**src/hw/zorb_pkg.sv**
```systemverilog
// constants and types for the zero-overhead repeat block
package zorb_pkg;
   localparam int unsigned PC_W       = 22;
   localparam int unsigned SIZE_W     = 7;
   localparam int unsigned CNT_W      = 16;
   localparam int unsigned LOC_W      = 8;
   localparam logic [7:0]  OPC_HI     = 8'hb5;
   localparam logic [7:0]  MSW_MEM_HI = 8'h00;
   localparam int unsigned FORM_BIT   = 7;
   // words of the repeat instruction itself
   localparam logic [PC_W-1:0] INSTR_WORDS = 22'h000002;
   localparam logic [PC_W-1:0] ONE_WORD    = 22'h000001;
   localparam logic [CNT_W-1:0] CNT_ONE    = 16'h0001;
   localparam logic [CNT_W-1:0] CNT_ZERO   = 16'h0000;
   localparam logic [SIZE_W-1:0] SIZE_ZERO = 7'h00;
   localparam logic [PC_W-1:0] PC_ZERO     = 22'h000000;

   typedef enum logic [1:0] {
      ZORB_IDLE = 2'b00,
      ZORB_MEM1 = 2'b01,
      ZORB_MEM2 = 2'b10,
      ZORB_MEM3 = 2'b11
   } zorb_state_t;

   // loop state register image
   typedef struct packed {
      logic              active;
      logic              shadow;
      logic [SIZE_W-1:0] size;
      logic [PC_W-1:0]   end_addr;
      logic [CNT_W-1:0]  count;
   } zorb_rb_t;

   // status flags: test, integer and floating-point zero/negative, latched under/overflow
   typedef struct packed {
      logic test;
      logic int_zero;
      logic int_neg;
      logic flt_zero;
      logic flt_neg;
      logic lat_under;
      logic lat_over;
   } zorb_flags_t;

   typedef struct packed {
      logic              hit;
      logic              is_imm;
      logic [SIZE_W-1:0] size;
      logic [CNT_W-1:0]  imm_count;
      logic [LOC_W-1:0]  loc;
   } zorb_dec_t;
endpackage

```
**src/hw/zorb_core.sv**
```systemverilog
// zero-overhead repeat block control for the fetch pipeline
// Functional notes
// [RULE1] Decode memory-count form: 7-bit size, second word selects count location.
// [RULE2] Decode immediate form: 7-bit size, 16-bit count in second word.
// [RULE3] Repeat count is a 16-bit value from memory or immediate.
// [RULE4] Block runs count plus one times.
// [RULE5] Software keeps blocks at most 127 words.
// [RULE6] Even-aligned block at least 9 words, odd-aligned at least 8.
// [RULE7] Software never nests repeat blocks.
// [RULE8] No call, branch or trap inside a block; interrupts allowed.
// [RULE9] Conditional instructions inside a block execute normally each pass.
// [RULE10] Interrupts masked while loop state is pushed or popped.
// [RULE11] Repeat instruction leaves all seven status flags unchanged.
// [RULE12] Memory form costs four cycles first pass, zero afterwards.
// [RULE13] Immediate form costs one cycle first pass, zero afterwards.
// [RULE14] No alignment cycles or inserted no-ops around the instruction.
// [RULE15] Interrupt entry copies active into shadow, then clears active.
// [RULE16] Interrupt return copies shadow into active and clears shadow.
// [RULE17] Hold end address; clear active after final pass.
// [RULE18] Uninterruptible handler saves loop state only if it loops.
// [RULE19] Interruptible handler pushes before unmasking, masks before popping.
// [RULE20] End label directly follows last instruction of the block.
// [RULE21] Pad 8-word blocks to odd alignment with a preceding no-op.
// [RULE22] At end address with passes left, redirect to start, decrement.
// [RULE23] Reset clears active and shadow bits.
`timescale 1ns/1ps
module zorb_core (
   input  wire logic                       clk_i,
   input  wire logic                       rst_n_i,
   input  wire logic                       en_i,
   input  wire logic                       instr_valid_i,
   input  wire logic [15:0]                instr_lsw_i,
   input  wire logic [15:0]                instr_msw_i,
   input  wire logic [zorb_pkg::PC_W-1:0]  instr_addr_i,
   output logic                            mem_rd_o,
   output logic [zorb_pkg::LOC_W-1:0]      mem_rd_addr_o,
   input  wire logic [15:0]                mem_rd_data_i,
   output logic                            stall_o,
   input  wire logic                       fetch_valid_i,
   input  wire logic [zorb_pkg::PC_W-1:0]  fetch_pc_i,
   output logic                            redirect_o,
   output logic [zorb_pkg::PC_W-1:0]       redirect_pc_o,
   input  wire logic                       int_taken_i,
   input  wire logic                       int_return_i,
   input  wire logic                       rb_wr_i,
   input  wire zorb_pkg::zorb_rb_t         rb_wdata_i,
   output zorb_pkg::zorb_rb_t              rb_o,
   input  wire logic                       flags_wr_i,
   input  wire zorb_pkg::zorb_flags_t      flags_wdata_i,
   output zorb_pkg::zorb_flags_t           flags_o
);
   zorb_pkg::zorb_state_t state_q;
   zorb_pkg::zorb_state_t state_d;
   zorb_pkg::zorb_rb_t    rb_q;
   zorb_pkg::zorb_rb_t    rb_d;
   zorb_pkg::zorb_flags_t flags_q;
   zorb_pkg::zorb_flags_t flags_d;
   logic [zorb_pkg::PC_W-1:0]   start_q;
   logic [zorb_pkg::PC_W-1:0]   start_d;
   logic [zorb_pkg::LOC_W-1:0]  loc_q;
   logic [zorb_pkg::LOC_W-1:0]  loc_d;
   logic [zorb_pkg::SIZE_W-1:0] psize_q;
   logic [zorb_pkg::SIZE_W-1:0] psize_d;
   zorb_pkg::zorb_dec_t         dec;
   logic                        take;
   logic                        at_end;
   logic                        loop_back;
   logic [zorb_pkg::PC_W-1:0]   new_start;

   zorb_decode u_dec (
      .lsw_i   (instr_lsw_i),
      .msw_i   (instr_msw_i),
      .valid_i (instr_valid_i),
      .dec_o   (dec)
   );

   zorb_endmatch u_end (
      .fetch_pc_i    (fetch_pc_i),
      .fetch_valid_i (fetch_valid_i),
      .active_i      (rb_q.active),
      .end_addr_i    (rb_q.end_addr),
      .count_i       (rb_q.count),
      .at_end_o      (at_end),
      .loop_back_o   (loop_back)
   );

   // decoded instruction accepted only when not already loading
   assign take      = en_i && dec.hit && (state_q == zorb_pkg::ZORB_IDLE);
   assign new_start = instr_addr_i + zorb_pkg::INSTR_WORDS;

   // handshake outputs toward fetch and memory
   always_comb begin
      stall_o       = (state_q != zorb_pkg::ZORB_IDLE);           // [RULE12]
      mem_rd_o      = take && !dec.is_imm;                        // [RULE1]
      mem_rd_addr_o = dec.loc;
      // fetch continues through conditional ops; only the address matters
      redirect_o    = en_i && loop_back;                          // [RULE22] [RULE9]
      redirect_pc_o = start_q;
      rb_o          = rb_q;
      flags_o       = flags_q;
   end

   // loading sequence for the memory-count form
   always_comb begin
      state_d = state_q;
      loc_d   = loc_q;
      psize_d = psize_q;
      case (state_q)
         zorb_pkg::ZORB_IDLE: begin
            if (take && !dec.is_imm) begin
               state_d = zorb_pkg::ZORB_MEM1;                     // [RULE12]
               loc_d   = dec.loc;
               psize_d = dec.size;
            end
         end
         zorb_pkg::ZORB_MEM1: state_d = zorb_pkg::ZORB_MEM2;
         zorb_pkg::ZORB_MEM2: state_d = zorb_pkg::ZORB_MEM3;
         zorb_pkg::ZORB_MEM3: state_d = zorb_pkg::ZORB_IDLE;
         default:             state_d = zorb_pkg::ZORB_IDLE;
      endcase
   end

   // loop state register next value
   always_comb begin
      rb_d    = rb_q;
      start_d = start_q;
      if (take) begin
         start_d        = new_start;
         rb_d.size      = dec.size;
         // end holds the last word of the block
         rb_d.end_addr  = new_start +
                          {{(zorb_pkg::PC_W-zorb_pkg::SIZE_W){1'b0}},
                           dec.size} - zorb_pkg::ONE_WORD;        // [RULE17]
         if (dec.is_imm) begin
            rb_d.count  = dec.imm_count;                          // [RULE3]
            rb_d.active = 1'b1;                                   // [RULE13] [RULE14]
         end
      end else if (state_q == zorb_pkg::ZORB_MEM3) begin
         rb_d.count  = mem_rd_data_i;                             // [RULE3]
         rb_d.active = 1'b1;
      end else if (loop_back) begin
         rb_d.count  = rb_q.count - zorb_pkg::CNT_ONE;            // [RULE22] [RULE4]
      end else if (at_end) begin
         rb_d.active = 1'b0;                                      // [RULE17] [RULE4]
      end
      if (rb_wr_i) begin
         rb_d = rb_wdata_i;
      end
      if (int_taken_i) begin
         rb_d.shadow = rb_q.active;                               // [RULE15]
         rb_d.active = 1'b0;
      end else if (int_return_i) begin
         rb_d.active = rb_q.shadow;                               // [RULE16]
         rb_d.shadow = 1'b0;
      end
   end

   // status flags are written by other units only
   always_comb begin
      flags_d = flags_q;
      if (flags_wr_i) begin
         flags_d = flags_wdata_i;                                 // [RULE11]
      end
   end

   always_ff @(posedge clk_i or negedge rst_n_i) begin
      if (!rst_n_i) begin
         state_q <= zorb_pkg::ZORB_IDLE;
         rb_q    <= '0;                                           // [RULE23]
         flags_q <= '0;
         start_q <= zorb_pkg::PC_ZERO;
         loc_q   <= '0;
         psize_q <= zorb_pkg::SIZE_ZERO;
      end else if (en_i) begin
         state_q <= state_d;
         rb_q    <= rb_d;
         flags_q <= flags_d;
         start_q <= start_d;
         loc_q   <= loc_d;
         psize_q <= psize_d;
      end
   end

   // checks
   a_mem_stall_len: assert property (@(posedge clk_i) disable iff (!rst_n_i)
      (take && !dec.is_imm) |=> stall_o [*3] ##1 !stall_o) // [RULE12]
      else $error("memory form stall not three cycles");
   a_imm_no_stall: assert property (@(posedge clk_i) disable iff (!rst_n_i)
      (take && dec.is_imm) |=> !stall_o) // [RULE13]
      else $error("immediate form stalled");
   a_imm_load: assert property (@(posedge clk_i) disable iff (!rst_n_i)
      (take && dec.is_imm && !rb_wr_i && !int_taken_i && !int_return_i)
      |=> rb_q.active && rb_q.count == $past(instr_msw_i)) // [RULE2]
      else $error("immediate count not loaded");
   a_mem_load: assert property (@(posedge clk_i) disable iff (!rst_n_i)
      (en_i && state_q == zorb_pkg::ZORB_MEM3 && !rb_wr_i && !int_taken_i
       && !int_return_i)
      |=> rb_q.count == $past(mem_rd_data_i) && rb_q.active) // [RULE3]
      else $error("memory count not loaded");
   a_loop_dec: assert property (@(posedge clk_i) disable iff (!rst_n_i)
      (redirect_o && !take && !rb_wr_i)
      |=> rb_q.count == $past(rb_q.count) - zorb_pkg::CNT_ONE) // [RULE22]
      else $error("count not decremented on loop back");
   a_last_pass: assert property (@(posedge clk_i) disable iff (!rst_n_i)
      (en_i && at_end && rb_q.count == zorb_pkg::CNT_ZERO && !take
       && !rb_wr_i && !int_return_i) |=> !rb_q.active) // [RULE17]
      else $error("active not cleared after final pass");
   a_int_entry: assert property (@(posedge clk_i) disable iff (!rst_n_i)
      (en_i && int_taken_i) |=> !rb_q.active
      && rb_q.shadow == $past(rb_q.active)) // [RULE15]
      else $error("interrupt entry did not save active");
   a_int_exit: assert property (@(posedge clk_i) disable iff (!rst_n_i)
      (en_i && int_return_i && !int_taken_i) |=> !rb_q.shadow
      && rb_q.active == $past(rb_q.shadow)) // [RULE16]
      else $error("interrupt return did not restore active");
   a_flags_kept: assert property (@(posedge clk_i) disable iff (!rst_n_i)
      (take && !flags_wr_i) |=> $stable(flags_o)) // [RULE11]
      else $error("repeat instruction changed flags");
   a_redir_target: assert property (@(posedge clk_i) disable iff (!rst_n_i)
      redirect_o |-> redirect_pc_o == start_q && rb_q.active) // [RULE22]
      else $error("redirect without active loop");

   c_imm_start: cover property (@(posedge clk_i) disable iff (!rst_n_i)
      take && dec.is_imm);
   c_mem_start: cover property (@(posedge clk_i) disable iff (!rst_n_i)
      take && !dec.is_imm);
   c_loop_back: cover property (@(posedge clk_i) disable iff (!rst_n_i)
      redirect_o ##[1:200] redirect_o);
   c_int_in_loop: cover property (@(posedge clk_i) disable iff (!rst_n_i)
      rb_q.active && int_taken_i);
endmodule

```
**src/hw/zorb_decode.sv**
```systemverilog
// decoder for both forms of the repeat instruction
`timescale 1ns/1ps
module zorb_decode (
   input  wire logic [15:0]       lsw_i,
   input  wire logic [15:0]       msw_i,
   input  wire logic              valid_i,
   output zorb_pkg::zorb_dec_t    dec_o
);
   logic opc_ok;
   logic imm;

   always_comb begin
      opc_ok = (lsw_i[15:8] == zorb_pkg::OPC_HI);
      imm    = lsw_i[zorb_pkg::FORM_BIT];
      dec_o.is_imm    = imm;
      dec_o.size      = lsw_i[zorb_pkg::SIZE_W-1:0];
      dec_o.imm_count = msw_i;                            // [RULE2]
      dec_o.loc       = msw_i[zorb_pkg::LOC_W-1:0];       // [RULE1]
      // memory form needs zero upper byte in second word
      dec_o.hit = valid_i && opc_ok &&
                  (imm || (msw_i[15:8] == zorb_pkg::MSW_MEM_HI));
   end
endmodule

```
**src/hw/zorb_endmatch.sv**
```systemverilog
// end-of-block detection for the fetch stream
`timescale 1ns/1ps
module zorb_endmatch (
   input  wire logic [zorb_pkg::PC_W-1:0]  fetch_pc_i,
   input  wire logic                       fetch_valid_i,
   input  wire logic                       active_i,
   input  wire logic [zorb_pkg::PC_W-1:0]  end_addr_i,
   input  wire logic [zorb_pkg::CNT_W-1:0] count_i,
   output logic                            at_end_o,
   output logic                            loop_back_o
);
   always_comb begin
      at_end_o    = active_i && fetch_valid_i && (fetch_pc_i == end_addr_i);
      loop_back_o = at_end_o && (count_i != zorb_pkg::CNT_ZERO);
   end
endmodule

```
**config.mk**
```make
export PLATFORM = sky130hd
export DESIGN_NAME = zorb_core
export DESIGN_NICKNAME = d
export VERILOG_FILES = /design/src/hw/zorb_pkg.sv /design/src/hw/zorb_core.sv /design/src/hw/zorb_decode.sv /design/src/hw/zorb_endmatch.sv
export SDC_FILE = /design/constraint.sdc
export NUM_CORES = 1
export LEC_CHECK = 0
export BUFFER_PORTS_ARGS = -buffer_cell sky130_fd_sc_hd__buf_2
export CAP_MARGIN = 20
export CORE_ASPECT_RATIO = 1.5
export CORE_MARGIN = 2
export CORE_UTILIZATION = 36
export CTS_CLUSTER_DIAMETER = 120
export DETAILED_ROUTE_END_ITERATION = 10
export PLACE_DENSITY = 0.73
export SLEW_MARGIN = 20
export SYNTH_ARGS = -nofsm -noshare
export SYNTH_HDL_FRONTEND = slang
export SYNTH_HIERARCHICAL = 1
export SYNTH_SLANG_ARGS = --single-unit
```
**constraint.sdc**
```tcl
create_clock -name clk_i -period 7.3 [get_ports clk_i]
set_clock_uncertainty 0.2 [all_clocks]
set_input_delay 1.46 -clock clk_i [delete_from_list [all_inputs] [get_ports clk_i]]
set_output_delay 1.46 -clock clk_i [all_outputs]
set_load 0.03 [all_outputs]
```
==> key figures, run 1 <==
Timing
  • RSZ-0062 raised after global routing: no
  • Fin crit share: 68.4%
  • Min Hold Slack: 0.274 ns
  • Relative slew slack: 39.0%
  • Setup TNS: 0 ns
  • Minimum clock period: 4.99 ns
  • Final setup vio count: 0
  • Max Freq: ~200 MHz
  • Final count of pins violating max slew: 0
  • Slew @ Worst Pin: just over 0.9 ns
  • Fin. Hold Viols: 0
  • Final worst slack: 2.31 ns

Synth
  • Synth Instances: roughly 770
  • Syn nets: about 960
  • Post-synth EDFFs: 0
  • Top-area cell type share of the netlist area: 31.3%
  • #FFs+latches synth: 78
  • Synth Area per Inst: 8.07 sq um
  • Synth unique cells: 68
  • Mapped Area: between 6000 and 7000 sq um
  • Main synth FF type: dfrtp_1
  • Sequential fraction of the synthesis area: between 30% and 40%
  • Yosys warns: 6
  • Area leader, netlist: dfrtp_1
  • Synth top area cells: dfrtp_1, nand2_1, o21ai_0
  • Asr flop ratio synth: 100%

CTS
  • Total CTS buffers: 9
  • Deepest clock path buffer count: 2
  • # Post-CTS Setup Buffers: 0
  • Clk Latency, worst-skew pair: approximately 0.34 ns
  • CTS clk-pin slew, worst paths: roughly 0.060 ns
  • CTS resizes: 0
  • Hold_buf cts: 0
  • Clock root buffer: clkbuf_16
  • CTS Sinks: between 70 and 80
  • # H-tree levels: 3
  • CTS tree: done

Floorplanning
  • Die width: between 100 and 150 microns
  • Cell Rows: 59
  • Initial Util: 36.3%
  • Chip height: 165 microns
  • Die area: between 15000 and 20000 sq um
  • Ports: 242
  • Core area: 17200 sq um

Finish
  • Fraction of layout cells with a size suffix above 1: 31.5%
  • Fin nets: between 1000 and 1500
  • Post-layout util: 44.9%
  • Area grow syn2layout: 23.9%
  • # fillers: around 1800
  • Area occupied by multi-input gates: about 3700 sq um
  • Storage element area: slightly below 2000 sq um

Detailed routing
  • Vias per cell: slightly above 5
  • Drt initial violations: roughly 240
  • Via Count: 6035
  • Drt total wl: around 19000 microns
  • Final antenna-violating net count: 0
  • Remaining routing DRC violations: 0
  • Pre-Repair DR Iteration Count: 4
  • DR WL/cell: 16.2 microns

Worst setup path
  • Setup crit end kind: output port
  • Kind of critical path: primary input to output port
  • Crit path DAT: around 3.3 ns
  • Setup crit start kind: primary input
  • Crit Path Max Fanout: 3
  • R2R setup slack: around 4.2 ns
  • Req. time, crit path: 5.64 ns

Global route
  • Largest net degree at the start of global routing: 68
  • Antenna violations before repair: 1
  • Total Routing Usage GR: 20.4%
  • Vias in the first global route: 5774
  • Global-route wire length before repair: about 30000 microns
  • Total gr overflow: 0

Status
  • Status: complete, no violations

Placed design
  • Detail Placement HPWL: 15200 microns
  • Pre-CTS setup slack: 2.25 ns
  • Port bufs: roughly 240
  • Gpl congestion: 0.849

Power and ir drop
  • Lkg Pwr: 3.80 nW
  • Power per cell area: around 230 nW/um^2
  • Peak supply drop: 0.178 mV

Flow run
  • Max-cap viol count: 0

Hold path
  • Tightest Hold Check Type: flop to flop
state kept, by name, indices dropped and copies added, names as in the netlist:
name           count
rb_o              47
state_q            2
redirect_pc_o     22
flags_o            7
layout make-up:
type | count | share of cell area [%]
Timing Repair Buffer | 247 | 16.5
Clock buffer | 10 | 3.09
Tap cell | 213 | 3.45
Clock inverter | 6 | 1.21
Antenna cell | 1 | 0.0324
Inverter | 45 | 2.19
Sequential cell | 78 | 25.3
Multi-Input combinational cell | 584 | 48.3
worst max-delay path: stages:
cell and delay [ns]:
buf_2 0.10, xor2_1 0.20, nor4_1 0.50, nand4_1 0.26
nor4_2 0.42, and2_1 0.19, buf_2 0.20
routing by layer:
layer | track usage [%] | vias up | routed length [microns]
met1 | 23.3 | 2784 | 7470
met4 | 7.35 | 0 | 515
met3 | 2.85 | 30 | 939
met2 | 38.6 | 199 | 10200
li1 | - | 3022 | -
met5 | 0 | - | 0
worst paths after layout:
path,to,start,cells past startpoint
worst min register to register,rb_o[38],rb_o[38],2
min in group asynchronous,rb_o[44],rst_n_i,1
worst max register to register,rb_o[15],rb_o[35],9
max in group asynchronous,rb_o[15],rst_n_i,2
worst min-delay path,rb_o[38],rb_o[38],2
worst max-delay path,redirect_o,fetch_pc_i[18],7
Yosys cell counts (4+ instances only):
cell type	number
o21a_1	4
a31oi_1	4
ha_1	30
xor2_1	29
nand4_1	4
nor3_1	21
buf_4	32
o211ai_1	4
mux2_2	8
xnor2_1	32
clkbuf_1	26
clkbuf_8	4
nor3b_1	4
nor2_1	45
a211oi_1	6
buf_1	4
and3_1	11
dfrtp_1	78
inv_1	44
a21o_1	5
nand3_1	23
mux2i_1	16
nor4_1	10
o21ai_0	83
nand2_1	116
a21oi_1	57
nor2b_1	7
nor3_2	4
or3_1	6
where the power goes:
| part | internal (mW) | leakage (nW) | switching (mW) |
|---|---|---|---|
| Combinational | 0.266 | 2.65 | 0.447 |
| Sequential | 0.502 | 0.993 | 0.0920 |
| Clock | 0.311 | 0.159 | 0.191 |
cells in the final DEF, fill, tap and decap left out, types with 4 or more instances in the layout:
| cell type | Yosys | routed |
|---|---|---|
| dfrtp_1 | 78 | 78 |
| a21oi_1 | 57 | 57 |
| xnor2_1 | 32 | 32 |
| ha_1 | 30 | 29 |
| buf_4 | 32 | 6 |
| a21o_1 | 5 | 5 |
| xor2_1 | 29 | 29 |
| a31oi_1 | 4 | 4 |
| nand3_1 | 23 | 22 |
| clkbuf_16 | 0 | 9 |
| mux2_2 | 8 | 8 |
| a211oi_1 | 6 | 6 |
| mux2i_1 | 16 | 16 |
| o21a_1 | 4 | 4 |
| o211ai_1 | 4 | 4 |
| o21ai_0 | 83 | 82 |
| nor2b_1 | 7 | 7 |
| nand4_1 | 4 | 4 |
| or3_1 | 6 | 6 |
| nor3b_1 | 4 | 4 |
| nor3_2 | 4 | 4 |
| inv_1 | 44 | 44 |
| nor3_1 | 21 | 21 |
| nor4_1 | 10 | 10 |
| buf_2 | 0 | 240 |
| nor2_1 | 45 | 45 |
| nand2_1 | 116 | 116 |
| and3_1 | 11 | 11 |
through the flow:
step                      std cells  power (mW)  cell area [sq um]
after floorplan                 773        1.08               6240
after global placement         1166        1.30               7360
after detailed placement       1166        1.31               7360
after CTS                      1182        1.82               7700
after global routing           1184        1.92               7730
final                          1184        1.81               7730
logic make-up (layout without fill, tap and decap cells):
family | Yosys count | after routing | share of synthesized area (%)
and+or+nand+nor | 279 | 279 | 22.7
AOI/OAI and AO/OA | 186 | 186 | 17.1
adders and majority gates | 31 | 31 | 6.34
muxes | 24 | 24 | 4.01
other | 0 | 1 | 0
xor gates and xnor gates | 64 | 64 | 9.35
DFF | 78 | 78 | 31.3
buffers and inverters | 111 | 308 | 9.25
Power figures use the tool's default switching activity.
==> run 2, diff against run 1 <==
--- a/config.mk
+++ b/config.mk
@@ -12,7 +12,7 @@
 export CORE_UTILIZATION = 36
 export CTS_CLUSTER_DIAMETER = 120
 export DETAILED_ROUTE_END_ITERATION = 10
-export PLACE_DENSITY = 0.73
+export PLACE_DENSITY = 0.75
 export SLEW_MARGIN = 20
 export SYNTH_ARGS = -nofsm -noshare
 export SYNTH_HDL_FRONTEND = slang
==> constraint.sdc (replaced) <==
create_clock -name clk_i -period 4.4 [get_ports clk_i]
set_clock_uncertainty 0.2 [all_clocks]
set_input_delay 0.88 -clock clk_i [delete_from_list [all_inputs] [get_ports clk_i]]
set_output_delay 0.88 -clock clk_i [all_outputs]
set_load 0.03 [all_outputs]
==> run 2 against run 1 <==
Design area barely moved; largest cell class unchanged; sequential share of layout area barely moved; cell count rose by 0.34%; global-route usage rose by 0.85 points; combinational power rose by 67%; die area did not move; largest power group unchanged; power rose by 62%; critical path depth rose by 10; via count rose by 0.53%; register-to-register slack got worse by 2.7 ns; worst setup slack got worse by 1.9 ns.
==> key figures, run 2 (synthesis gave the netlist of run 1 again) <==
Hold path
  • Tightest Hold Check Type: flop to flop (unchanged)
  • Hold Crit Depth: 2 (unchanged)
  • WHS Endpoint: rb_o[44] (was rb_o[38])
  • Worst Hold Launch: rb_o[44] (was rb_o[38])

CTS
  • Hold_buf cts: 0 (unchanged)
  • CTS clk-pin slew, worst paths: 0.06 ns (about the same)
  • CTS Sinks: 78 (unchanged)
  • CTS tree: done (unchanged)
  • # H-tree levels: 3 (unchanged)
  • # Post-CTS Setup Buffers: 0 (unchanged)
  • Deepest clock path buffer count: 2 (unchanged)
  • CTS resizes: 0 (unchanged)
  • Clock root buffer: clkbuf_16 (unchanged)
  • Total CTS buffers: 9 (unchanged)
  • Clk Latency, worst-skew pair: 0.34 ns (about the same)

Detailed routing
  • Pre-Repair DR Iteration Count: 4 (unchanged)
  • Drt initial violations: 353 (was 242)
  • DR WL/cell: 16.7 microns (was 16.2 microns)
  • Final antenna-violating net count: 0 (unchanged)
  • Drt total wl: 19800 microns (was 19200 microns)
  • Vias per cell: 5.11 (was 5.10)
  • Remaining routing DRC violations: 0 (unchanged)
  • Via Count: 6067 (was 6035)

Floorplanning
  • Ports: 242 (unchanged)
  • Initial Util: 36.3% (unchanged)
  • Die area: 18400 sq um (unchanged)
  • Cell Rows: 59 (unchanged)
  • Chip height: 165 microns (unchanged)
  • Die width: 111 microns (unchanged)
  • Core area: 17200 sq um (unchanged)

Timing
  • Minimum clock period: 3.97 ns
  • Fin crit share: 90.2%
  • Max Freq: 252 MHz
  • Final setup vio count: 0 (unchanged)
  • Fin. Hold Viols: 0 (unchanged)
  • Slew @ Worst Pin: 0.801 ns (was 0.914 ns)
  • Final worst slack: 0.430 ns (was 2.31 ns)
  • Final count of pins violating max slew: 0 (unchanged)
  • Relative slew slack: 46.6% (was 39.0%)
  • RSZ-0062 raised after global routing: no (unchanged)
  • Setup TNS: 0 ns (unchanged)

Global route
  • Global-route wire length before repair: 30700 microns (was 29700 microns)
  • Largest net degree at the start of global routing: 79 (was 68)
  • Antenna violations before repair: 1 (unchanged)
  • Total gr overflow: 0 (unchanged)
  • Total Routing Usage GR: 21.2% (was 20.4%)
  • Vias in the first global route: 5964 (was 5774)

Finish
  • Commonest non-fill, non-tap cells in the layout: buf_2, nand2_1, o21ai_0 (unchanged)
  • Fin nets: 1156 (was 1151)
  • # diodes: 0 (was 1)
  • Area grow syn2layout: 23.8% (was 23.9%)
  • Design area: 7720 sq um (was 7730 sq um)
  • Most common cell after layout, fill and taps aside: buf_2 (unchanged)
  • Max FFs per register: 47 (unchanged)
  • Fraction of layout cells with a size suffix above 1: 31.7% (was 31.5%)
  • # fillers: 1747 (was 1756)

Power and ir drop
  • Clock Power Share: 25.7% (was 27.8%)
  • Peak supply drop: 0.207 mV (was 0.178 mV)
  • Power per cell area: 380 nW/um^2 (was 234 nW/um^2)
  • Sequential cell fraction of total power: 33.6% (was 32.8%)
  • Logic pwr share: 40.7% (was 39.4%)
  • Int Power: 1.72 mW (was 1.08 mW)
  • Sw power: 1.22 mW (was 0.730 mW)
  • Lkg Pwr: 3.81 nW (was 3.80 nW)
  • Switch share: 41.5% (was 40.3%)

Worst setup path
  • Setup crit start kind: primary input (unchanged)
  • Crit Path Max Fanout: 5 (was 3)
  • RR Startpoint: rb_o[26] (was rb_o[35])
  • Kind of critical path: primary input to flop (was primary input to output port)
  • Req. time, crit path: 4.45 ns (was 5.64 ns)
  • Cell depth of the worst flop-to-flop path: 9 (unchanged)
  • Setup crit start: instr_addr_i[2] (was fetch_pc_i[18])
  • Crit path DAT: 4.02 ns (was 3.33 ns)
  • R2R setup slack: 1.52 ns (was 4.17 ns)
  • Reg2reg end: rb_o[15] (unchanged)
  • Setup crit end kind: flop (was output port)

Placed design
  • Detail Placement HPWL: 15600 microns (was 15200 microns)
  • Post-DP Area: 7400 sq um (was 7360 sq um)
  • Pre-CTS setup slack: 0.128 ns (was 2.25 ns)
  • Port bufs: 241 (unchanged)
  • Gpl congestion: 0.903 (was 0.849)

Flow run
  • Max-cap viol count: 0 (unchanged)

Status
  • Status: complete, no violations (unchanged)
[run 2: cell types whose count changed in the layout (fill, tap and decap cells not counted)]
cell and delta:
buf_4 +4, buf_6 +1, bufinv_16 -1, clkbuf_1 +1
clkbuf_8 -1, clkinv_2 +2, clkinv_4 -2, clkinvlp_4 +2
diode_2 -1, ha_1 +1, ha_2 -1, inv_6 -1
[run 2: area by class of cell]
cell class / instances / area, sq um / area share, %
Multi-Input combinational cell: 584 / 3730 / 48.3
Sequential cell: 78 / 1950 / 25.3
Timing Repair Buffer: 252 / 1320 / 17.0
Clock buffer: 10 / 229 / 2.96
Clock inverter: 6 / 62.6 / 0.810
Tap cell: 213 / 267 / 3.45
Inverter: 45 / 169 / 2.19
[run 2: worst max-delay path by stage]
stage | end | depth (start not counted) | slack (ns)
CTS | rb_o[29] | 17 | 0.46
global route | rb_o[37] | 15 | 0.26
finish | rb_o[29] | 17 | 0.43
global placement | rb_o[29] | 17 | 0.21
detailed placement | rb_o[31] | 16 | 0.13
floorplan | rb_o[31] | 15 | 0.53
[run 2: critical path, cell delays in order]
cell	delay, ns
buf_2	0.13
ha_1	0.23
and3_2	0.28
nand3_1	0.11
xor2_1	0.25
inv_1	0.07
ha_1	0.36
and3_1	0.20
nand2_1	0.06
and3_1	0.17
a22oi_1	0.34
buf_4	0.20
nand2_1	0.05
a21oi_1	0.17
a21oi_1	0.08
or3_1	0.30
a31oi_1	0.16
[run 2: through the flow]
stage	util, %	cells	hold WS (ns)	total power [mW]
after global routing	44.9	1188	0.301	3.13
after detailed placement	43.0	1171	0.265	2.19
after CTS	44.7	1187	0.280	2.96
after floorplan	-	773	0.340	1.79
after global placement	43.0	1171	0.256	2.17
final	44.9	1188	0.277	2.93
[run 2: power groups by stage]
stage	Combinational, mW	Sequential, mW	Clock (mW)
3_5_place_dp	1.19	1.00	0
5_1_grt	1.32	1.01	0.803
2_1_floorplan	0.616	1.18	0
6_report	1.19	0.986	0.755
4_1_cts	1.20	0.986	0.777
3_3_place_gp	1.17	0.995	0
[run 2: routing by layer]
layer	vias up	global-route usage, %	part of all wire (%)
met4	0	7.46	2.0
met1	2798	23.7	38
li1	3029	-	-
met5	-	0	0
met3	28	2.88	5.3
met2	212	41.0	54
